`config.mk`:
```
export PLATFORM = sky130hd
export DESIGN_NAME = rtcs_status_irq
export DESIGN_NICKNAME = d
export VERILOG_FILES = /design/src/design/rtcs_pkg.sv /design/src/design/rtcs_entry_track.sv /design/src/design/rtcs_flag_bank.sv /design/src/design/rtcs_status_irq.sv
export SDC_FILE = /design/constraint.sdc
export NUM_CORES = 1
export LEC_CHECK = 0
export BUFFER_PORTS_ARGS = -buffer_cell sky130_fd_sc_hd__buf_4
export CORE_AREA = 5 5 142 144
export DETAILED_ROUTE_END_ITERATION = 8
export DIE_AREA = 0 0 147 149
export PLACE_DENSITY_LB_ADDON = 0.1
export SYNTH_ARGS = -nofsm -noshare
export SYNTH_HDL_FRONTEND = slang
export SYNTH_HIERARCHICAL = 1
export SYNTH_SLANG_ARGS = --single-unit
export TNS_END_PERCENT = 20
```
`constraint.sdc`:
```
create_clock -name clk -period 2.9 [get_ports clk]
set_clock_uncertainty 0.15 [all_clocks]
set_input_delay 0.87 -clock clk [delete_from_list [all_inputs] [get_ports clk]]
set_output_delay 0.87 -clock clk [all_outputs]
set_load 0.05 [all_outputs]
```
`src/design/rtcs_pkg.sv`:
```
package rtcs_pkg;

  localparam int ADDR_W = 32;
  localparam int DATA_W = 32;
  localparam int NFLAG = 6;
  localparam int NMASK_RD = 5;
  localparam int NVALID = 4;

  // byte addresses of the register words
  localparam logic [ADDR_W-1:0] ADDR_STATUS = 32'h400E1478;
  localparam logic [ADDR_W-1:0] ADDR_STATUS_CLEAR = 32'h400E147C;
  localparam logic [ADDR_W-1:0] ADDR_IRQ_ENABLE = 32'h400E1480;
  localparam logic [ADDR_W-1:0] ADDR_IRQ_DISABLE = 32'h400E1484;
  localparam logic [ADDR_W-1:0] ADDR_IRQ_MASK = 32'h400E1488;
  localparam logic [ADDR_W-1:0] ADDR_VALID_ENTRY = 32'h400E148C;

  // flag positions shared by status, clear, enable, disable and mask
  localparam int BIT_ACK = 0;
  localparam int BIT_ALARM = 1;
  localparam int BIT_SECOND = 2;
  localparam int BIT_TIME = 3;
  localparam int BIT_CAL = 4;
  localparam int BIT_ERR = 5;

  // valid-entry positions
  localparam int BIT_NV_TIME = 0;
  localparam int BIT_NV_CAL = 1;
  localparam int BIT_NV_TALR = 2;
  localparam int BIT_NV_CALR = 3;

  localparam logic [NFLAG-1:0] FLAGS_RESET = 6'h00;
  localparam logic [NFLAG-1:0] MASK_RESET = 6'h00;
  localparam logic [NVALID-1:0] VALID_RESET = 4'h0;

  // field layout of the time word
  localparam int TM_SEC_LSB = 0;
  localparam int TM_MIN_LSB = 8;
  localparam int TM_HOUR_LSB = 16;
  localparam int TM_AMPM = 22;
  localparam int TA_SEC_EN = 7;
  localparam int TA_MIN_EN = 15;
  localparam int TA_HOUR_EN = 23;

  // field layout of the calendar word
  localparam int CL_CENT_LSB = 0;
  localparam int CL_YEAR_LSB = 8;
  localparam int CL_MONTH_LSB = 16;
  localparam int CL_DAY_LSB = 21;
  localparam int CL_DATE_LSB = 24;
  localparam int CA_MONTH_EN = 23;
  localparam int CA_DATE_EN = 31;

  // bcd limits
  localparam logic [7:0] BCD_ZERO = 8'h00;
  localparam logic [7:0] BCD_ONE = 8'h01;
  localparam logic [7:0] BCD_MAX_MINSEC = 8'h59;
  localparam logic [7:0] BCD_MAX_H24 = 8'h23;
  localparam logic [7:0] BCD_MAX_H12 = 8'h12;
  localparam logic [7:0] BCD_MIN_CENT = 8'h19;
  localparam logic [7:0] BCD_MAX_CENT = 8'h20;
  localparam logic [7:0] BCD_MAX_YEAR = 8'h99;
  localparam logic [7:0] BCD_MAX_MONTH = 8'h12;
  localparam logic [7:0] BCD_MAX_DAY = 8'h07;
  localparam logic [7:0] BCD_MAX_DATE = 8'h31;

  localparam logic [1:0] RESP_OKAY = 2'h0;
  localparam logic [1:0] RESP_SLVERR = 2'h2;
  localparam logic [1:0] RESP_DECERR = 2'h3;

endpackage

```
`src/design/rtcs_entry_track.sv`:
```
`timescale 1ns/1ps
module rtcs_entry_track #(
  parameter int W = 4
) (
  input wire logic clk, // register clock
  input wire logic rst, // synchronous reset
  input wire logic [W-1:0] prog, // register programmed this cycle
  input wire logic [W-1:0] bad, // programmed data is invalid
  output logic [W-1:0] invalid // invalid since last programmed
);
  logic [W-1:0] next_invalid;

  // each programming replaces the verdict; between writes it holds
  assign next_invalid = (prog & bad) | (~prog & invalid);

  always_ff @(posedge clk) begin
    if (rst) begin
      invalid <= '0;
    end else begin
      invalid <= next_invalid;
    end
  end
endmodule

```
`src/design/rtcs_flag_bank.sv`:
```
`timescale 1ns/1ps
module rtcs_flag_bank #(
  parameter int W = 6,
  parameter logic [W-1:0] INIT = '0
) (
  input wire logic clk, // register clock
  input wire logic rst, // synchronous reset
  input wire logic [W-1:0] set, // per-bit set
  input wire logic [W-1:0] clr, // per-bit clear
  output logic [W-1:0] flags // held flags
);
  logic [W-1:0] next_flags;

  // a set arriving with its clear wins, so no event is lost
  assign next_flags = (flags & ~clr) | set;

  always_ff @(posedge clk) begin
    if (rst) begin
      flags <= INIT;
    end else begin
      flags <= next_flags;
    end
  end
endmodule

```
`src/design/rtcs_status_irq.sv`:
```
// Functional notes
// - error flag set while counters invalid, sticky
// - error flag reads zero after valid interval
// - clear register ones clear matching status flags
// - enable register ones enable matching sources
// - enable bit five enables error source
// - disable register ones disable matching sources
// - disable bit five disables error source
// - mask register shows enabled sources, bits 0-4
// - bit0 flags invalid time register data
// - bit1 flags invalid calendar register data
// - bit2 flags invalid time alarm data
// - bit3 flags invalid calendar alarm data
// - second, time, calendar flags sticky until cleared
// - acknowledge flag high while updates allowed
//
// Decided for this implementation: the AXI4-Lite register port.
`timescale 1ns/1ps
module rtcs_status_irq (
  input wire logic clk, // register clock, 125 MHz
  input wire logic rst, // synchronous reset, active high
  input wire logic [rtcs_pkg::ADDR_W-1:0] s_axi_awaddr, // write address
  input wire logic [2:0] s_axi_awprot, // write protection, unused
  input wire logic s_axi_awvalid, // write address valid
  output logic s_axi_awready, // write address ready
  input wire logic [rtcs_pkg::DATA_W-1:0] s_axi_wdata, // write data
  input wire logic [3:0] s_axi_wstrb, // write byte strobes
  input wire logic s_axi_wvalid, // write data valid
  output logic s_axi_wready, // write data ready
  output logic [1:0] s_axi_bresp, // write response
  output logic s_axi_bvalid, // write response valid
  input wire logic s_axi_bready, // write response ready
  input wire logic [rtcs_pkg::ADDR_W-1:0] s_axi_araddr, // read address
  input wire logic [2:0] s_axi_arprot, // read protection, unused
  input wire logic s_axi_arvalid, // read address valid
  output logic s_axi_arready, // read address ready
  output logic [rtcs_pkg::DATA_W-1:0] s_axi_rdata, // read data
  output logic [1:0] s_axi_rresp, // read response
  output logic s_axi_rvalid, // read data valid
  input wire logic s_axi_rready, // read data ready
  input wire logic update_allowed, // level: time/calendar may be updated
  input wire logic alarm_event, // pulse: alarm match
  input wire logic second_event, // pulse: second tick
  input wire logic time_event, // pulse: selected time event
  input wire logic calendar_event, // pulse: selected calendar event
  input wire logic hour_mode_12, // level: 12-hour mode selected
  input wire logic [31:0] run_time, // running time counters
  input wire logic [31:0] run_date, // running calendar counters
  input wire logic time_prog, // pulse: time register programmed
  input wire logic [31:0] time_prog_data, // value programmed into time register
  input wire logic date_prog, // pulse: calendar register programmed
  input wire logic [31:0] date_prog_data, // value programmed into calendar register
  input wire logic talr_prog, // pulse: time alarm programmed
  input wire logic [31:0] talr_prog_data, // value programmed into time alarm
  input wire logic calr_prog, // pulse: calendar alarm programmed
  input wire logic [31:0] calr_prog_data, // value programmed into calendar alarm
  output logic [rtcs_pkg::NFLAG-1:0] status_flags, // status flags
  output logic [rtcs_pkg::NFLAG-1:0] irq_enabled, // enabled sources
  output logic [rtcs_pkg::NVALID-1:0] entry_invalid, // valid-entry flags
  output logic irq // level interrupt, active high
);
  import rtcs_pkg::*;

  function automatic logic bcd_in(input logic [7:0] v, input logic [7:0] lo,
                                  input logic [7:0] hi);
    // valid digits keep bcd order equal to numeric order
    bcd_in = (v[7:4] <= 4'h9) && (v[3:0] <= 4'h9) && (v >= lo) && (v <= hi);
  endfunction

  function automatic logic hour_ok(input logic [5:0] h, input logic pm,
                                   input logic m12);
    if (m12) begin
      hour_ok = bcd_in({2'h0, h}, BCD_ONE, BCD_MAX_H12);
    end else begin
      hour_ok = bcd_in({2'h0, h}, BCD_ZERO, BCD_MAX_H24) && !pm;
    end
  endfunction

  function automatic logic time_ok(input logic [31:0] d, input logic m12);
    time_ok = bcd_in({1'h0, d[TM_SEC_LSB +: 7]}, BCD_ZERO, BCD_MAX_MINSEC)
           && bcd_in({1'h0, d[TM_MIN_LSB +: 7]}, BCD_ZERO, BCD_MAX_MINSEC)
           && hour_ok(d[TM_HOUR_LSB +: 6], d[TM_AMPM], m12);
  endfunction

  function automatic logic date_ok(input logic [31:0] d);
    date_ok = bcd_in({1'h0, d[CL_CENT_LSB +: 7]}, BCD_MIN_CENT, BCD_MAX_CENT)
           && bcd_in(d[CL_YEAR_LSB +: 8], BCD_ZERO, BCD_MAX_YEAR)
           && bcd_in({3'h0, d[CL_MONTH_LSB +: 5]}, BCD_ONE, BCD_MAX_MONTH)
           && bcd_in({5'h00, d[CL_DAY_LSB +: 3]}, BCD_ONE, BCD_MAX_DAY)
           && bcd_in({2'h0, d[CL_DATE_LSB +: 6]}, BCD_ONE, BCD_MAX_DATE);
  endfunction

  // alarm fields are judged only while their match is enabled
  function automatic logic talr_ok(input logic [31:0] d, input logic m12);
    logic s_ok;
    logic m_ok;
    logic h_ok;
    s_ok = bcd_in({1'h0, d[TM_SEC_LSB +: 7]}, BCD_ZERO, BCD_MAX_MINSEC);
    m_ok = bcd_in({1'h0, d[TM_MIN_LSB +: 7]}, BCD_ZERO, BCD_MAX_MINSEC);
    h_ok = hour_ok(d[TM_HOUR_LSB +: 6], d[TM_AMPM], m12);
    talr_ok = (!d[TA_SEC_EN] || s_ok) && (!d[TA_MIN_EN] || m_ok)
           && (!d[TA_HOUR_EN] || h_ok);
  endfunction

  function automatic logic calr_ok(input logic [31:0] d);
    logic mo_ok;
    logic da_ok;
    mo_ok = bcd_in({3'h0, d[CL_MONTH_LSB +: 5]}, BCD_ONE, BCD_MAX_MONTH);
    da_ok = bcd_in({2'h0, d[CL_DATE_LSB +: 6]}, BCD_ONE, BCD_MAX_DATE);
    calr_ok = (!d[CA_MONTH_EN] || mo_ok) && (!d[CA_DATE_EN] || da_ok);
  endfunction

  function automatic logic word_hit(input logic [ADDR_W-1:0] a,
                                    input logic [ADDR_W-1:0] reg_addr);
    word_hit = (a[ADDR_W-1:2] == reg_addr[ADDR_W-1:2]);
  endfunction

  // write channel holding registers
  logic aw_held;
  logic w_held;
  logic [ADDR_W-1:0] aw_addr;
  logic [DATA_W-1:0] w_data;
  logic [3:0] w_strb;
  logic bvalid;
  logic [1:0] bresp;
  logic [ADDR_W-1:0] next_aw_addr;
  logic [DATA_W-1:0] next_w_data;
  logic [3:0] next_w_strb;

  // read channel registers
  logic rvalid;
  logic [1:0] rresp;
  logic [DATA_W-1:0] rdata;

  wire aw_take = s_axi_awvalid && s_axi_awready;
  wire w_take = s_axi_wvalid && s_axi_wready;
  wire do_write = aw_held && w_held && !bvalid;
  wire ar_take = s_axi_arvalid && s_axi_arready;

  assign s_axi_awready = !aw_held && !bvalid;
  assign s_axi_wready = !w_held && !bvalid;
  assign s_axi_arready = !rvalid;
  assign s_axi_bvalid = bvalid;
  assign s_axi_bresp = bresp;
  assign s_axi_rvalid = rvalid;
  assign s_axi_rresp = rresp;
  assign s_axi_rdata = rdata;

  assign next_aw_addr = aw_take ? s_axi_awaddr : aw_addr;
  assign next_w_data = w_take ? s_axi_wdata : w_data;
  assign next_w_strb = w_take ? s_axi_wstrb : w_strb;

  // write decode
  wire wr_clear_hit = word_hit(aw_addr, ADDR_STATUS_CLEAR);
  wire wr_en_hit = word_hit(aw_addr, ADDR_IRQ_ENABLE);
  wire wr_dis_hit = word_hit(aw_addr, ADDR_IRQ_DISABLE);
  wire wr_ro_hit = word_hit(aw_addr, ADDR_STATUS) || word_hit(aw_addr, ADDR_IRQ_MASK)
                || word_hit(aw_addr, ADDR_VALID_ENTRY);
  wire wr_cmd_hit = wr_clear_hit || wr_en_hit || wr_dis_hit;
  // all command bits live in byte lane 0
  wire wr_lane0 = do_write && w_strb[0];
  wire [NFLAG-1:0] wr_bits = w_data[NFLAG-1:0];
  wire wr_clear_go = wr_lane0 && wr_clear_hit;
  wire wr_en_go = wr_lane0 && wr_en_hit;
  wire wr_dis_go = wr_lane0 && wr_dis_hit;

  // one named field per flag; the three command words share the status layout
  wire clear_update_ack = wr_clear_go && wr_bits[BIT_ACK];
  wire clear_alarm_flag = wr_clear_go && wr_bits[BIT_ALARM];
  wire clear_second_flag = wr_clear_go && wr_bits[BIT_SECOND];
  wire clear_time_event_flag = wr_clear_go && wr_bits[BIT_TIME];
  wire clear_calendar_event_flag = wr_clear_go && wr_bits[BIT_CAL];
  wire clear_free_running_error = wr_clear_go && wr_bits[BIT_ERR];
  wire update_ack_irq_on = wr_en_go && wr_bits[BIT_ACK];
  wire alarm_irq_on = wr_en_go && wr_bits[BIT_ALARM];
  wire second_irq_on = wr_en_go && wr_bits[BIT_SECOND];
  wire time_event_irq_on = wr_en_go && wr_bits[BIT_TIME];
  wire calendar_event_irq_on = wr_en_go && wr_bits[BIT_CAL];
  wire error_irq_on = wr_en_go && wr_bits[BIT_ERR];
  wire update_ack_irq_off = wr_dis_go && wr_bits[BIT_ACK];
  wire alarm_irq_off = wr_dis_go && wr_bits[BIT_ALARM];
  wire second_irq_off = wr_dis_go && wr_bits[BIT_SECOND];
  wire time_event_irq_off = wr_dis_go && wr_bits[BIT_TIME];
  wire calendar_event_irq_off = wr_dis_go && wr_bits[BIT_CAL];
  wire error_irq_off = wr_dis_go && wr_bits[BIT_ERR];

  logic [NFLAG-1:0] clear_cmd;
  logic [NFLAG-1:0] enable_cmd;
  logic [NFLAG-1:0] disable_cmd;

  assign clear_cmd[BIT_ACK] = clear_update_ack;
  assign clear_cmd[BIT_ALARM] = clear_alarm_flag;
  assign clear_cmd[BIT_SECOND] = clear_second_flag;
  assign clear_cmd[BIT_TIME] = clear_time_event_flag;
  assign clear_cmd[BIT_CAL] = clear_calendar_event_flag;
  assign clear_cmd[BIT_ERR] = clear_free_running_error;
  assign enable_cmd[BIT_ACK] = update_ack_irq_on;
  assign enable_cmd[BIT_ALARM] = alarm_irq_on;
  assign enable_cmd[BIT_SECOND] = second_irq_on;
  assign enable_cmd[BIT_TIME] = time_event_irq_on;
  assign enable_cmd[BIT_CAL] = calendar_event_irq_on;
  assign enable_cmd[BIT_ERR] = error_irq_on;
  assign disable_cmd[BIT_ACK] = update_ack_irq_off;
  assign disable_cmd[BIT_ALARM] = alarm_irq_off;
  assign disable_cmd[BIT_SECOND] = second_irq_off;
  assign disable_cmd[BIT_TIME] = time_event_irq_off;
  assign disable_cmd[BIT_CAL] = calendar_event_irq_off;
  assign disable_cmd[BIT_ERR] = error_irq_off;
  wire [1:0] wr_resp = wr_cmd_hit ? RESP_OKAY : (wr_ro_hit ? RESP_SLVERR : RESP_DECERR);

  // read decode
  wire rd_status_hit = word_hit(s_axi_araddr, ADDR_STATUS);
  wire rd_mask_hit = word_hit(s_axi_araddr, ADDR_IRQ_MASK);
  wire rd_valid_hit = word_hit(s_axi_araddr, ADDR_VALID_ENTRY);
  wire rd_wo_hit = word_hit(s_axi_araddr, ADDR_STATUS_CLEAR)
                || word_hit(s_axi_araddr, ADDR_IRQ_ENABLE)
                || word_hit(s_axi_araddr, ADDR_IRQ_DISABLE);
  wire rd_ok_hit = rd_status_hit || rd_mask_hit || rd_valid_hit;
  wire status_read = ar_take && rd_status_hit;
  wire [NMASK_RD-1:0] mask_view = irq_enabled[NMASK_RD-1:0];
  wire invalid_time_flag = entry_invalid[BIT_NV_TIME];
  wire invalid_calendar_flag = entry_invalid[BIT_NV_CAL];
  wire invalid_time_alarm_flag = entry_invalid[BIT_NV_TALR];
  wire invalid_calendar_alarm_flag = entry_invalid[BIT_NV_CALR];
  logic [NVALID-1:0] valid_entry_word;
  assign valid_entry_word[BIT_NV_TIME] = invalid_time_flag;
  assign valid_entry_word[BIT_NV_CAL] = invalid_calendar_flag;
  assign valid_entry_word[BIT_NV_TALR] = invalid_time_alarm_flag;
  assign valid_entry_word[BIT_NV_CALR] = invalid_calendar_alarm_flag;
  wire [DATA_W-1:0] rd_word =
      rd_status_hit ? {{(DATA_W-NFLAG){1'b0}}, status_flags} :
      rd_mask_hit ? {{(DATA_W-NMASK_RD){1'b0}}, mask_view} :
      rd_valid_hit ? {{(DATA_W-NVALID){1'b0}}, valid_entry_word} :
      '0;
  wire [1:0] rd_resp = rd_ok_hit ? RESP_OKAY : (rd_wo_hit ? RESP_SLVERR : RESP_DECERR);

  always_ff @(posedge clk) begin
    if (rst) begin
      aw_held <= 1'b0;
      w_held <= 1'b0;
      bvalid <= 1'b0;
    end else begin
      aw_held <= (aw_held || aw_take) && !do_write;
      w_held <= (w_held || w_take) && !do_write;
      bvalid <= do_write || (bvalid && !s_axi_bready);
    end
  end

  always_ff @(posedge clk) begin
    if (rst) begin
      aw_addr <= '0;
      w_data <= '0;
      w_strb <= 4'h0;
      bresp <= RESP_OKAY;
    end else begin
      aw_addr <= next_aw_addr;
      w_data <= next_w_data;
      w_strb <= next_w_strb;
      bresp <= do_write ? wr_resp : bresp;
    end
  end

  always_ff @(posedge clk) begin
    if (rst) begin
      rvalid <= 1'b0;
      rresp <= RESP_OKAY;
      rdata <= '0;
    end else begin
      rvalid <= ar_take || (rvalid && !s_axi_rready);
      rresp <= ar_take ? rd_resp : rresp;
      rdata <= ar_take ? rd_word : rdata;
    end
  end

  // running counter check; a corrupt value re-raises the flag each cycle
  wire counters_bad = !time_ok(run_time, hour_mode_12) || !date_ok(run_date);

  logic [NFLAG-1:0] flag_set;
  logic [NFLAG-1:0] flag_clr;

  assign flag_set[BIT_ACK] = update_allowed;
  assign flag_set[BIT_ALARM] = alarm_event;
  assign flag_set[BIT_SECOND] = second_event;
  assign flag_set[BIT_TIME] = time_event;
  assign flag_set[BIT_CAL] = calendar_event;
  assign flag_set[BIT_ERR] = counters_bad;

  // a status read also clears; the read data already holds the old flags
  assign flag_clr = clear_cmd | (status_read ? {NFLAG{1'b1}} : '0);

  // set beats clear inside the bank
  rtcs_flag_bank #(
    .W(NFLAG),
    .INIT(FLAGS_RESET)
  ) u_status (
    .clk(clk),
    .rst(rst),
    .set(flag_set),
    .clr(flag_clr),
    .flags(status_flags)
  );

  // source enables: ones enable, ones disable, zeros leave alone
  rtcs_flag_bank #(
    .W(NFLAG),
    .INIT(MASK_RESET)
  ) u_enables (
    .clk(clk),
    .rst(rst),
    .set(enable_cmd),
    .clr(disable_cmd),
    .flags(irq_enabled)
  );

  logic [NVALID-1:0] prog;
  logic [NVALID-1:0] prog_bad;

  assign prog[BIT_NV_TIME] = time_prog;
  assign prog[BIT_NV_CAL] = date_prog;
  assign prog[BIT_NV_TALR] = talr_prog;
  assign prog[BIT_NV_CALR] = calr_prog;
  assign prog_bad[BIT_NV_TIME] = !time_ok(time_prog_data, hour_mode_12);
  assign prog_bad[BIT_NV_CAL] = !date_ok(date_prog_data);
  assign prog_bad[BIT_NV_TALR] = !talr_ok(talr_prog_data, hour_mode_12);
  assign prog_bad[BIT_NV_CALR] = !calr_ok(calr_prog_data);

  // verdict stays until the same register is programmed again
  rtcs_entry_track #(
    .W(NVALID)
  ) u_entry (
    .clk(clk),
    .rst(rst),
    .prog(prog),
    .bad(prog_bad),
    .invalid(entry_invalid)
  );

  // registered so the line carries no decode glitches
  logic next_irq;
  assign next_irq = |(status_flags & irq_enabled);

  always_ff @(posedge clk) begin
    if (rst) begin
      irq <= 1'b0;
    end else begin
      irq <= next_irq;
    end
  end

endmodule

```
Word-level counts from Yosys, hierarchy flattened:

Index checks and enable logic that the tools add are counted.

* bits in registers: 96
* logic and storage cells: 268

* magnitude comparators: 74
* equality and inequality tests: 12
* multiplexer cells: 11
* bitwise gates (word level): 12
* reduce and logical (&&, ||, !) cells: 145

Operators with widths (number)
* 30-bit by 29-bit equality test with 1-bit output, second input constant: 12
* 1-bit logical AND: 105
* 4-bit less-or-equal comparator, second input constant: 21
* 7-bit less-or-equal comparator, second input constant: 6
* 3-bit by 4-bit less-or-equal comparator with 1-bit output, second input constant: 10
* 6-bit by 1-bit greater-or-equal comparator with 1-bit output, second input constant: 6
* 6-bit less-or-equal comparator, second input constant: 6
* 2-bit by 4-bit less-or-equal comparator with 1-bit output, second input constant: 6
* 1-bit zero test: 21
* 6-bit bitwise AND: 3
* 6-bit by 5-bit less-or-equal comparator with 1-bit output, second input constant: 3
* 1-bit logical OR: 18
* 6-bit bitwise OR: 3
* 8-bit by 1-bit greater-or-equal comparator with 1-bit output, second input constant: 2
* 8-bit less-or-equal comparator, second input constant: 2
* 5-bit by 1-bit greater-or-equal comparator with 1-bit output, second input constant: 3
* 5-bit less-or-equal comparator, second input constant: 3
* 7-bit by 5-bit greater-or-equal comparator with 1-bit output, second input constant: 2
* 7-bit by 6-bit less-or-equal comparator with 1-bit output, second input constant: 2
* 6-bit 2-to-1 mux: 2
* 6-bit NOT: 2
* 4-bit bitwise AND: 2
* 3-bit by 1-bit greater-or-equal comparator with 1-bit output, second input constant: 2
* 6-bit OR reduction: 1
* other kinds (6): 11

Longest topological paths before layout:

Gate-level depths: netlist of the first run.

* depth in word-level cells: 11
* gate-level depth with buffers: 7
* mapped depth without buffers: 6

By module:

The synthesis of the first run kept the hierarchy.

Modules (own cells, without submodules)
* rtcs_status_irq: times used 1, cells each 409, area an instance 3121.7 um2, seq. area each 1041.0 um2
* rtcs_flag_bank: times used 2, cells each 24, area an instance 255.2 um2, seq. area each 120.1 um2
* rtcs_entry_track: times used 1, cells each 12, area an instance 135.1 um2, seq. area each 80.1 um2

Least setup slack after synthesis of the first run:

OpenSTA, ideal clock, no wires.

* path type: input to register
* start: in s_axi_araddr[11] in the netlist's numbering
* end: reg u_status.flags[0]
* arrival: 2.254 ns
* required time: 2.633 ns
* setup slack: 0.379 ns
* stages on the path: 7
* buffers on the path: 1
* cell sequence: nor4b_1 nand4_1 or4_1 clkbuf_1 o31ai_1 nand2b_4 a21oi_1

* cells in the longest elaborated chain, start to end: 7

Ends and longest elaborated chain
* from (decl): line rtcs_status_irq.sv:33 `input wire logic [rtcs_pkg::ADDR_W-1:0] s_axi_araddr,`
* 30-bit by 29-bit equality test with 1-bit output: line rtcs_status_irq.sv:115 `word_hit = (a[ADDR_W-1:2] == reg_addr[ADDR_W-1:2]);`
* 1-bit logical AND: line rtcs_status_irq.sv:219 `wire status_read = ar_take && rd_status_hit;`
* 6-bit 2-to-1 mux: line rtcs_status_irq.sv:289 `assign flag_clr = clear_cmd | (status_read ? {NFLAG{1'b1}} : '0);`
* 6-bit bitwise OR: line rtcs_status_irq.sv:289
* named net flag_clr[0]: line rtcs_status_irq.sv:279 `logic [NFLAG-1:0] flag_clr;`
* 6-bit NOT: line rtcs_flag_bank.sv:15 `assign next_flags = (flags & ~clr) | set;`
* 6-bit bitwise AND: line rtcs_flag_bank.sv:15
* 6-bit bitwise OR: line rtcs_flag_bank.sv:15
* to (signal assigned): line rtcs_flag_bank.sv:21 `flags <= next_flags;`
* to (decl): line rtcs_flag_bank.sv:10 `output logic [W-1:0] flags`

The timed path passes the listed nets, and every way through them passes these cells.
A chain may end at the register's enable or synchronous reset.

Worst setup path after layout of the first run:

* start: in s_axi_araddr[20] in the netlist's numbering
* end: reg u_status.flags[1]

The elaborated chain is that of the path after synthesis.

==> results of run 1 <==
## state kept, by name, summed over array words and instances, names as in the netlist, named ones only
register,flops
aw_addr,30
aw_held,1
irq,1
s_axi_bresp,2
s_axi_bvalid,1
s_axi_rdata,6
s_axi_rresp,2
s_axi_rvalid,1
u_enables/flags,6
u_status/flags,6
w_data,6
w_held,1
w_strb,1
## power by group
group / total [W] / internal (W) / leakage (nW) / switching [W]
combinational: 0.000625 / 0.000289 / 1.90 / 0.000336
clock: 0.00124 / 0.000824 / 0.162 / 0.000412
sequential: 0.00104 / 0.000991 / 0.558 / 0.0000482
total: 0.00290 / 0.00210 / 2.62 / 0.000796
## final timing paths
| path | to | slack (ns) | cells after the start |
|---|---|---|---|
| hold / removal | aw_addr[30] | 0.30 | 2 |
| setup / recovery | u_status/flags[1] | 0.38 | 7 |
| setup reg to reg | u_status/flags[1] | 0.51 | 7 |
| hold reg to reg | aw_addr[30] | 0.30 | 2 |
## tightest hold or removal path, cell delays in order, from the launching register on
cell                      delay (ns)
sky130_fd_sc_hd__dfxtp_1        0.30
sky130_fd_sc_hd__nand2_1        0.05
sky130_fd_sc_hd__a21oi_1        0.05
## metrics by stage
step	worst slack [ns]	power, W	cells	util (%)
final	0.376	0.00290	943	32.6
after floorplan	0.379	0.00140	494	-
after detailed placement	-0.0706	0.00169	927	30.8
after CTS	0.296	0.00296	943	32.6
after global routing	0.158	0.00305	943	32.6
after global placement	-0.0258	0.00168	927	30.8
## layout make-up
class	count	share of cell area, %
clock buffer	13	4.47
tap	234	4.84
sequential	68	22.5
clock inverter	3	1.12
multi-input combinational	362	35.6
inverter	18	1.12
timing repair buffer	245	30.4
## Yosys cell counts, drive strengths merged, types with 12 or more instances
library cell   n
nor3          15
clkbuf        16
inv           18
o21ai         25
a21oi         47
dfxtp         68
nand2b        14
buf           30
nor2          27
nand2         80
mux2i         16
nor4          12
## layer usage
metal | wire length (um) | GRT usage, %
met1 | 6120 | 15.0
met2 | 7720 | 23.5
met3 | 1160 | 4.07
met4 | 287 | 5.03
met5 | 0 | 0
## cells by family (layout without fill, tap and decap cells)
family / Yosys count / count (layout) / share of synthesized area [%]
AO/OA/AOI/OAI: 118 / 118 / 19.8
flip-flops: 68 / 68 / 36.1
AND/OR/NAND/NOR: 201 / 201 / 30.3
adder cells (fa/ha/maj): 1 / 1 / 0.266
buffers and inverters: 64 / 279 / 9.20
other: 1 / 26 / 0.0995
multiplexers: 16 / 16 / 4.25
==> reports/results.txt, run 1 <==
The number of buffers on the longest clock path was 2. For the cell area after placement, the log shows 5710 um^2. The synthesis warning total came out at 6. Clock period minus final worst setup slack: 2.52 ns. TritonCTS built the clock tree. Setup violations remaining at the end of the flow were counted as 0.

The number of instances resized during post-cts repair came out at 0. Entering global routing, the biggest net connects 50 pins. The total setup buffers inserted after CTS is 0, and the endpoint arrival time on the critical path is 2.57 ns.

The first detailed-routing pass ran for 4 iterations. Across all hold checks on the routed design, the worst slack comes to 0.301 ns. In the final design database the tool counted 1019 nets. The average detailed-routed wire length per instance came out at 16.2 um. Power spread over the standard cell area amounts to 479 nW/um^2. Number of pins exceeding their max-slew limit in the final report: 0. Counting flops with an async set or reset pin after synthesis yields a share of 0%. The fraction of final layout cells sized beyond drive strength 1 was 39.6%; the flop and latch count out of synthesis was 68.

The reported max-cap violation count was 0. In this run the most critical hold path is launched from aw_addr[30]. Setup repair after global routing left no endpoint under its margin. The cell leakage power is 2.62 nW. Global routing used 13.3% of the available tracks. The min-delay analysis places its worst path in the category register to register.

The initial DRC count came out at 133. After clock tree synthesis, the flow added hold-fix buffers numbering 0. The die area is 21900 um^2. The boundary pin count is 373, and the peak supply drop is 0.210 mV. The average size of a mapped cell is 8.03 um^2, and the combined area of the multi-input logic cells is 2150 um^2. Summing all flip-flop and latch instances after layout gives 1360 um^2. The via count normalized by instance count was 4.44. The start point of the critical path was s_axi_araddr[20]. The synthesized design contains 0 enable-type register cells. The number of vias after detailed routing was 4184.

The count of input and output buffers works out to 236. The CTS root buffer was sky130_fd_sc_hd__clkbuf_16. STA classifies the critical path startpoint as a primary input. The global placer's final weighted congestion is 0.841. At the later pin of the worst-skew pair, clock insertion delay measures 0.33 ns. Among all flip-flop cells after synthesis, the most frequent one is sky130_fd_sc_hd__dfxtp_1.

Once the floorplan was initialized, standard cells occupied 20.3% of the core. Summed over all nets, the half-perimeter wirelength after detailed placement is 12700 um. Of the available clock period, the critical path in the final layout requires 87.0%.

After floorplanning, the core was sized to cover 18600 um^2. The flow ran to the end, and the final reports show no timing, DRC or antenna violations. The final-layout setup total negative slack was 0 ns. The kind of cell adding the most delay to the critical path was simple AND/OR/NAND/NOR gates. Summed over its instances, the top area cell type makes up 36.1% of the synthesized netlist area. The area growth from synthesis to layout is 60.6%. For this run, design rule violations remaining after detail routing come to 0. The highest cell delay on the worst timing path was 0.70 ns; the summed instance area of the synthesized netlist was 3770 um^2.

For the number of antenna violations at the first check in global routing, the log shows 0. Clock-pin slew was measured on the worst setup and hold paths at 0.05 ns. The standard cell with the maximum stage delay on the critical path was sky130_fd_sc_hd__or4_1. STA classifies the critical path endpoint as a register. Peak clock frequency supported by timing: 396 MHz. Total clock buffers created by CTS: 9. Sequential area share after synthesis: 36.1%.

The sum of buffers and inverters on the critical path was 1. Number of clock sinks: 68. In this run, distinct cell masters in the synthesized netlist total 50. Number of global-route vias before repair: 4206. In this run the tightest slew margin relative to its limit is 62.7%. For this run the aggregate overflow at the end of global routing stands at 0.

Total routed wirelength: 15300 um. Yosys attributes the largest share of cell area to sky130_fd_sc_hd__dfxtp_1 (36%), sky130_fd_sc_hd__nand2_1 (8.0%), sky130_fd_sc_hd__a21oi_1 (6.2%), sky130_fd_sc_hd__buf_4 (5.2%), sky130_fd_sc_hd__nand2b_4 (4.4%). Once detail routing completed, the nets flagged for antenna violations numbered 0. 0 antenna diodes ended up in the layout. The critical-path maximum fanout is 7, and the transition time of the tightest slew-check pin is 0.560 ns. Deepest level of the CTS H-tree: 3.

The worst setup path is of the primary input to register kind. In the layout the commonest cells are sky130_fd_sc_hd__buf_4 (245), sky130_fd_sc_hd__nand2_1 (80), sky130_fd_sc_hd__dfxtp_1 (68). The run gives 0 as the hold violation total from the final report. Overall die height: 149 um. After routing the design area is 6050 um^2. The commonest non-fill, non-tap cell in the layout is sky130_fd_sc_hd__buf_4. The tools report the beginning of the worst register-to-register path as aw_addr[21].

The first global-routing pass estimated 23000 um of wire. The most area-hungry cell type in the Yosys netlist is sky130_fd_sc_hd__dfxtp_1. The signal on the critical path passes through buf_4 -> nor4_1 -> nand3_1 -> or4_1 -> o31ai_1 -> nand2b_4 -> a21oi_1. For the count of fill cells added during filler insertion, the log shows 1999.

The data required time at the worst endpoint came out at 2.94 ns. For the number of cells produced by synthesis, the log shows 469. The overall die width was 147 um; the number of standard-cell rows in the floorplan was 50.
Note: power is estimated with default switching activity, not from simulation.
==> inputs of run 2 (changes only) <==
--- a/config.mk
+++ b/config.mk
@@ -5,10 +5,11 @@
 export SDC_FILE = /design/constraint.sdc
 export NUM_CORES = 1
 export LEC_CHECK = 0
+export ABC_AREA = 1
 export BUFFER_PORTS_ARGS = -buffer_cell sky130_fd_sc_hd__buf_4
-export CORE_AREA = 5 5 142 144
+export CORE_AREA = 5 5 141 143
 export DETAILED_ROUTE_END_ITERATION = 8
-export DIE_AREA = 0 0 147 149
+export DIE_AREA = 0 0 146 148
 export PLACE_DENSITY_LB_ADDON = 0.1
 export SYNTH_ARGS = -nofsm -noshare
 export SYNTH_HDL_FRONTEND = slang
==> reports/results.txt, run 2 <==
The final core utilization came out at 34.1% (was 32.6%). Critical-path maximum fanout: 5 (was 7). The number of nets in the layout came out at 1192 (was 1019).

The cell with the most instances after synthesis was sky130_fd_sc_hd__nand2_1 (unchanged). The logs give 9 (unchanged) for the total clock buffers created by CTS and 33.6% (was 36.1%) for the sequential area share after synthesis. The proportion of synthesized flip-flops having asynchronous set or reset was 0% (unchanged); the number of antenna diodes was 0 (unchanged). The tools report the final-layout setup total negative slack as 0 ns (unchanged). For the total track usage, the log shows 13.1% (was 13.3%). The number of standard-cell rows in the floorplan came out at 50 (unchanged). The average size of a mapped cell was 6.31 um^2 (was 8.03 um^2). The number of antenna violations at the first check in global routing was 0 (unchanged).

The commonest non-fill, non-tap cell in the layout was sky130_fd_sc_hd__buf_4 (unchanged). Number of remaining DRC errors: 0 (unchanged). Setup repair after global routing left no endpoint under its margin. The cell leakage power is 3.06 nW (was 2.62 nW). Most area-hungry cell type in the Yosys netlist: sky130_fd_sc_hd__dfxtp_1 (unchanged).

The depth of the most critical reg-to-reg path works out to 9 (was 7). The tools report the total half-perimeter wirelength after legalization and detailed placement as 12400 um (was 12700 um). The top flip-flop cell by instance count after synthesis is sky130_fd_sc_hd__dfxtp_1 (unchanged). The tools report the reg2reg setup slack as 1.15 ns (was 0.51 ns).

TritonCTS built the clock tree. Worst min-delay path startpoint: aw_addr[9] (was aw_addr[30]). The run gives 4050 um^2 (was 3770 um^2) as the summed instance area of the synthesized netlist. The path class of the lowest-slack min-delay path was register to register (unchanged).

The run finished with clean final reports. The hold violation total from the final report is 0 (unchanged), and the global-route wire length before repair is 22500 um (was 23000 um). The number of global-route vias before repair was 4361 (was 4206); the overall die width was 146 um (was 147 um).

The average detailed-routed wire length per instance was 13.2 um (was 16.2 um); the core area was 18500 um^2 (was 18600 um^2). The number of cells produced by synthesis was 642 (was 469). Fraction of final layout cells sized beyond drive strength 1: 32.7% (was 39.6%). Maximum number of pins on one net before global-route repair: 41 (was 50). Overall overflow remaining after global route: 0 (unchanged). Worst slew margin relative to its limit: 54.9% (was 62.7%). Via count normalized by instance count: 4.10 (was 4.44).

The critical path capture point type was an output port (was a register). The count of input and output buffers is 236 (unchanged). The register ranked first by flip-flop count is aw_addr (unchanged). The power density over the cells was 453 nW/um^2 (was 479 nW/um^2); the flip-flop count of the largest register, all copies and words added was 30 (unchanged).

The initial DRC count came out at 128 (was 133). The start-to-end type of the worst setup path was register to output port (was primary input to register). The destination of the worst register-to-register timing path was u_status/flags[1] (unchanged). The peak clock frequency supported by timing came out at 464 MHz (was 396 MHz). The endpoint arrival time on the critical path was 1.14 ns (was 2.57 ns); the share of the synthesized area in the top cell type was 33.6% (was 36.1%). The total iterations of the first detailed-routing run was 5 (was 4); the flop and latch count out of synthesis was 68 (unchanged).

The number of clock sinks came out at 68 (unchanged). The tools report the total setup buffers inserted after CTS as 0 (unchanged). The tools report the startpoint kind of the worst setup timing path as a register (was a primary input). Commonest non-fill, non-tap cells in the layout: sky130_fd_sc_hd__buf_4 (238), sky130_fd_sc_hd__nand2_1 (121), sky130_fd_sc_hd__nor2_1 (108) (was sky130_fd_sc_hd__buf_4 (245), sky130_fd_sc_hd__nand2_1 (80), sky130_fd_sc_hd__dfxtp_1 (68)). The run gives 0.33 ns (about the same) as the latest clock arrival within the worst-skew pair. The tools report the destination of the worst hold path as aw_addr[9] (was aw_addr[30]).

The deepest level of the CTS H-tree is 3 (unchanged). Main area contributors after synthesis: sky130_fd_sc_hd__dfxtp_1 (34%), sky130_fd_sc_hd__nand2_1 (11%), sky130_fd_sc_hd__nor2_1 (10%), sky130_fd_sc_hd__inv_1 (8.6%), sky130_fd_sc_hd__o21ai_0 (7.3%) (was sky130_fd_sc_hd__dfxtp_1 (36%), sky130_fd_sc_hd__nand2_1 (8.0%), sky130_fd_sc_hd__a21oi_1 (6.2%), sky130_fd_sc_hd__buf_4 (5.2%), sky130_fd_sc_hd__nand2b_4 (4.4%)). The tools report the number of buffers on the longest clock path as 2 (unchanged). The tools report the peak supply drop as 0.322 mV (was 0.210 mV). The clock transition time at the flip-flop clock pins of the worst setup and hold paths is 0.05 ns (about the same).

The CTS root buffer was sky130_fd_sc_hd__clkbuf_16 (unchanged). Ranking of synthesized cells by instance count: sky130_fd_sc_hd__nand2_1 (121), sky130_fd_sc_hd__nor2_1 (108), sky130_fd_sc_hd__inv_1 (93), sky130_fd_sc_hd__dfxtp_1 (68), sky130_fd_sc_hd__o21ai_0 (59) (was sky130_fd_sc_hd__nand2_1 (80), sky130_fd_sc_hd__dfxtp_1 (68), sky130_fd_sc_hd__a21oi_1 (47), sky130_fd_sc_hd__nor2_1 (27), sky130_fd_sc_hd__buf_4 (26)). The share of the cycle needed by the critical path after routing works out to 74.4% (was 87.0%). The growth of design area from synthesis to finish was 55.1% (was 60.6%).

Data required time at the worst endpoint: 1.88 ns (was 2.94 ns). The distinct cell type count after synthesis is 40 (was 50). The logs give 0 (unchanged) for the setup violation total in the final timing report and 21600 um^2 (was 21900 um^2) for the die area. The global placer's final weighted congestion is 0.735 (was 0.841), and the remaining number of nets flagged by the antenna check after routing is 0 (unchanged). The transition time of the tightest slew-check pin was 0.675 ns (was 0.560 ns); the initial standard-cell utilization of the core was 22.0% (was 20.3%).

The worst hold path depth is 2 (unchanged), and the number of vias after detailed routing is 4579 (was 4184). The number of pins exceeding their max-slew limit in the final report was 0 (unchanged). Count of flip-flops with a built-in enable after synthesis: 0 (unchanged).

The clock period minus final worst setup slack was 2.16 ns (was 2.52 ns). Total routed wirelength: 14700 um (was 15300 um). The number of hold buffers added after CTS came out at 0 (unchanged).

The number of instances resized during post-cts repair was 0 (unchanged). Boundary pin count: 373 (unchanged). The overall die height was 148 um (was 149 um); the reported max-cap violation count was 0 (unchanged).

Synthesis warning total: 6 (unchanged). The beginning of the worst register-to-register path is aw_addr[22] (was aw_addr[21]).
-- run 2: cell types whose count changed after synthesis, moves of 8 or more --
cell	before	now
sky130_fd_sc_hd__clkbuf_1	16	8
sky130_fd_sc_hd__inv_1	18	93
sky130_fd_sc_hd__mux2i_1	16	0
sky130_fd_sc_hd__nand2_1	80	121
sky130_fd_sc_hd__nand2b_4	12	0
sky130_fd_sc_hd__nand3_1	9	31
sky130_fd_sc_hd__nor2_1	27	108
sky130_fd_sc_hd__nor2_2	0	13
sky130_fd_sc_hd__o21ai_0	25	59
sky130_fd_sc_hd__or4_1	8	0
-- run 2: layer usage --
layer  part of all wire [%]  track usage [%]
met1                     46             16.3
met2                     45             21.6
met3                    8.7             5.52
met4                   0.43             1.83
met5                      0                0
-- run 2: cells by family after synthesis --
kind of cell	synth area share [%]
and+or+nand+nor	34.1
DFF	33.6
other	0.0925
buffers and inverters	15.2
AOI/OAI and AO/OA	17.0
-- run 2: worst max-delay path by stage --
stage | from | end | slack, ns | cells after the start
finish | s_axi_bvalid | s_axi_awready | 0.74 | 2
global route | s_axi_araddr[27] | u_status/flags[1] | 0.66 | 11
floorplan | s_axi_bvalid | s_axi_awready | 0.64 | 1
detailed placement | s_axi_araddr[27] | u_status/flags[1] | 0.44 | 11
global placement | s_axi_araddr[27] | u_status/flags[1] | 0.45 | 11
CTS | s_axi_bvalid | s_axi_awready | 0.70 | 2
-- run 2: through the flow --
stage          setup slack, ns  hold WS (ns)  total power (W)  std cells  area (um^2)
5_1_grt                  0.661         0.323          0.00302       1116         6280
2_1_floorplan            0.636         0.279          0.00144        667         4150
6_report                 0.743         0.300          0.00285       1116         6280
3_5_place_dp             0.438         0.296          0.00174       1100         5970
4_1_cts                  0.698         0.305          0.00291       1116         6280
3_3_place_gp             0.447         0.293          0.00174       1100         5970
-- run 2: final cells by class --
| class | count | area, um^2 |
|---|---|---|
| sequential | 68 | 1360 |
| fill | 2116 | 12200 |
| inverter | 96 | 360 |
| tap | 234 | 293 |
| clock buffer | 13 | 270 |
| multi-input combinational | 464 | 2170 |
| timing repair buffer | 238 | 1790 |
| clock inverter | 3 | 43.8 |
-- run 2: power breakdown --
| part | internal (W) | leakage, nW | switching, W |
|---|---|---|---|
| registers | 0.00100 | 0.561 | 0.0000399 |
| clock network | 0.000736 | 0.156 | 0.000404 |
| logic | 0.000289 | 2.34 | 0.000376 |
-- run 2: critical path, stage by stage, from the launching register on --
cell and delay, ns:
sky130_fd_sc_hd__dfxtp_1 0.34, sky130_fd_sc_hd__nor2_1 0.22, sky130_fd_sc_hd__buf_4 0.25
==> inputs of run 3 (changes only) <==
--- a/config.mk
+++ b/config.mk
@@ -5,11 +5,11 @@
 export SDC_FILE = /design/constraint.sdc
 export NUM_CORES = 1
 export LEC_CHECK = 0
-export ABC_AREA = 1
+export ABC_AREA = 0
 export BUFFER_PORTS_ARGS = -buffer_cell sky130_fd_sc_hd__buf_4
-export CORE_AREA = 5 5 141 143
+export CORE_AREA = 5 5 142 144
 export DETAILED_ROUTE_END_ITERATION = 8
-export DIE_AREA = 0 0 146 148
+export DIE_AREA = 0 0 147 149
 export PLACE_DENSITY_LB_ADDON = 0.1
 export SYNTH_ARGS = -nofsm -noshare
 export SYNTH_HDL_FRONTEND = slang
==> constraint.sdc (replaced) <==
create_clock -name clk -period 2.2 [get_ports clk]
set_clock_uncertainty 0.15 [all_clocks]
set_input_delay 0.66 -clock clk [delete_from_list [all_inputs] [get_ports clk]]
set_output_delay 0.66 -clock clk [all_outputs]
set_load 0.05 [all_outputs]
==> reports/results.txt, run 3 (synthesized netlist as in run 1, its figures left out) <==
The total iterations of the first detailed-routing run is 4 (was 5), and the via count normalized by instance count is 4.41 (was 4.10). Number of antenna diodes: 0 (unchanged). Kind of cell adding the most delay to the critical path: simple AND/OR/NAND/NOR gates (was flip-flops). Fraction of final layout cells sized beyond drive strength 1: 43.8% (was 32.7%). The register ranked first by flip-flop count is aw_addr (unchanged). The remaining number of nets flagged by the antenna check after routing is 0 (unchanged).

Counting I/O delays and the setup requirement, the final critical path takes 2.28 ns. The worst hold path depth is 2 (unchanged), and the peak clock frequency supported by timing is 439 MHz. The tools report the worst hold slack across all endpoints as 0.302 ns (was 0.300 ns).

Worst min-delay path startpoint: aw_addr[19] (was aw_addr[9]). The global placer's final weighted congestion came out at 0.809 (was 0.735). The endpoint arrival time on the critical path is 2.33 ns (was 1.14 ns), and the average detailed-routed wire length per instance is 16.1 um (was 13.2 um). Global-route wire length before repair: 22900 um (was 22500 um). The maximum number of pins on one net before global-route repair was 52 (was 41). The overall die height came out at 149 um (was 148 um). For the cell area after placement, the log shows 5910 um^2 (was 5970 um^2). TritonCTS built the clock tree.

For the final instance area, the log shows 6280 um^2 (about the same). The run gives 0 (unchanged) as the hold violation total from the final report. The commonest non-fill, non-tap cell in the layout is sky130_fd_sc_hd__buf_4 (unchanged).

The number of buffers on the longest clock path was 2 (unchanged); the number of vias after detailed routing was 4244 (was 4579). List of cells traversed by the critical path: or4b_4 -> nor4_4 -> nand4_1 -> buf_6 -> buf_6 -> nor3_4 -> nand2b_4 -> a21oi_1 (was nor2_1 -> buf_4). The run gives 15500 um (was 14700 um) as the total routed wirelength. The tools report the core area as 18600 um^2 (was 18500 um^2). The die area came out at 21900 um^2 (was 21600 um^2). The logs give 68 (unchanged) for the number of clock sinks and 0 (unchanged) for the number of hold buffers added after CTS. The run gives 1039 (was 1192) as the number of nets in the layout.

The number of pins exceeding their max-slew limit in the final report was 0 (unchanged). The growth of design area from synthesis to finish was 66.8% (was 55.1%). The count of fill cells added during filler insertion was 2008 (was 2116). The flip-flop count of the largest register, all copies and words added was 30 (unchanged). The clock transition time at the flip-flop clock pins of the worst setup and hold paths works out to 0.06 ns (was 0.05 ns). Destination of the worst hold path: aw_addr[19] (was aw_addr[9]). The tools report the total track usage as 13.1% (about the same). The final reports fail on negative setup slack.

The data required time at the worst endpoint is 2.25 ns (was 1.88 ns). Startpoint kind of the worst setup timing path: a register (unchanged). Final-layout setup total negative slack: -0.576 ns (was 0 ns). Beginning of the worst register-to-register path: aw_addr[21] (was aw_addr[22]).

For the number of standard-cell rows in the floorplan, the log shows 50 (unchanged). The initial DRC count is 110 (was 128). The overall die width was 147 um (was 146 um). The flow ran to the end, but the final reports show violations. The standard cell with the maximum stage delay on the critical path is sky130_fd_sc_hd__or4b_4 (was sky130_fd_sc_hd__dfxtp_1). The total clock buffers created by CTS came out at 9 (unchanged).

The tools report the initial standard-cell utilization of the core as 20.3% (was 22.0%). Number of global-route vias before repair: 4277 (was 4361). Most common cell type on the critical path: sky130_fd_sc_hd__buf_6. The sum of buffers and inverters on the critical path was 2 (was 1); the reported max-cap violation count was 0 (unchanged).

The critical-path maximum fanout is 13 (was 5). The final core utilization is 33.8% (was 34.1%). The start-to-end type of the worst setup path was register to register (was register to output port). The run gives -0.0779 ns (was 0.743 ns) as the slack of the critical path. Latest clock arrival within the worst-skew pair: 0.32 ns (was 0.33 ns). The power density over the cells came out at 570 nW/um^2 (was 453 nW/um^2). The critical path capture point type is a register (was an output port). The highest cell delay on the worst timing path was 0.55 ns (was 0.34 ns). The reg2reg setup slack was -0.08 ns (was 1.15 ns); the deepest level of the CTS H-tree was 3 (unchanged). The run gives 0 (unchanged) as the number of antenna violations at the first check in global routing. The overall overflow remaining after global route is 0 (unchanged), and the total half-perimeter wirelength after legalization and detailed placement is 12800 um (was 12400 um). The number of remaining DRC errors came out at 0 (unchanged). The path class of the lowest-slack min-delay path is register to register (unchanged). Setup repair after global routing could not meet its margin everywhere.

The depth of the most critical reg-to-reg path is 8 (was 9). Count of input and output buffers: 236 (unchanged). The logs give 373 (unchanged) for the boundary pin count and 11 (was 0) for the setup violation total in the final timing report.

The peak supply drop came out at 0.274 mV (was 0.322 mV). The tools report the destination of the worst register-to-register timing path as u_enables/flags[4] (was u_status/flags[1]). The run gives 2.75 nW (was 3.06 nW) as the cell leakage power. Commonest non-fill, non-tap cells in the layout: sky130_fd_sc_hd__buf_4 (261), sky130_fd_sc_hd__nand2_1 (80), sky130_fd_sc_hd__dfxtp_1 (67) (was sky130_fd_sc_hd__buf_4 (238), sky130_fd_sc_hd__nand2_1 (121), sky130_fd_sc_hd__nor2_1 (108)).

The CTS root buffer is sky130_fd_sc_hd__clkbuf_16 (unchanged). In the finished design, the share of the clock period the worst path needs comes to 104%.
[run 3: final cells by class]
type	instances	area, um^2	area share [%]
multi-input cells	362	2260	36.0
repair buffers	265	2020	32.2
flip-flops and latches	68	1360	21.7
well taps	234	293	4.66
clock buffers	10	239	3.80
inverters	18	67.6	1.08
clock inverters	6	38.8	0.617
[run 3: routing by layer]
metal  wire length [um]  share of wire, %  GRT usage (%)  vias up
li1                   -                 -              -     2149
met1               6370                41           15.1     1912
met2               7800                50           23.9      169
met3               1080               7.0           3.46       14
met4                220               1.4           3.91        0
met5                  0                 0              0        -
[run 3: worst max path at each step]
stage	start	slack, ns	end	depth (start not counted)
after global routing	aw_addr[21]	-0.23	u_enables/flags[2]	8
after CTS	aw_addr[15]	-0.13	u_status/flags[5]	7
after detailed placement	s_axi_araddr[20]	-0.38	u_status/flags[5]	7
after global placement	s_axi_araddr[20]	-0.37	u_status/flags[5]	7
after floorplan	s_axi_bvalid	-0.11	aw_addr[14]	6
final	aw_addr[21]	-0.08	u_enables/flags[4]	8
[run 3: tightest hold or removal path, delay by kind of cell (launching register included)]
family	cells	cell delay, ns
flip-flops	1	0.30
AND/OR/NAND/NOR	1	0.05
AO/OA/AOI/OAI	1	0.05
[run 3: metrics by stage]
stage               total power, W  cells  worst slack (ns)
global placement           0.00224    944            -0.371
global route               0.00377    963            -0.229
detailed placement         0.00226    944            -0.378
floorplan                  0.00184    494            -0.112
CTS                        0.00364    960            -0.130
finish                     0.00358    963           -0.0779
[run 3: repair_timing]
item                                    4_1_cts  5_1_grt
pin swaps                                     1        2
buffers inserted                              0        3
hold endpoints to repair                      0        0
endpoints found under the setup margin       12       12
gates cloned                                  0        0
gates resized for setup                       7        8
[run 3: power breakdown]
part	internal (W)	switching, W
clock	0.000791	0.000551
combinational	0.000409	0.000461
sequential	0.00131	0.0000604
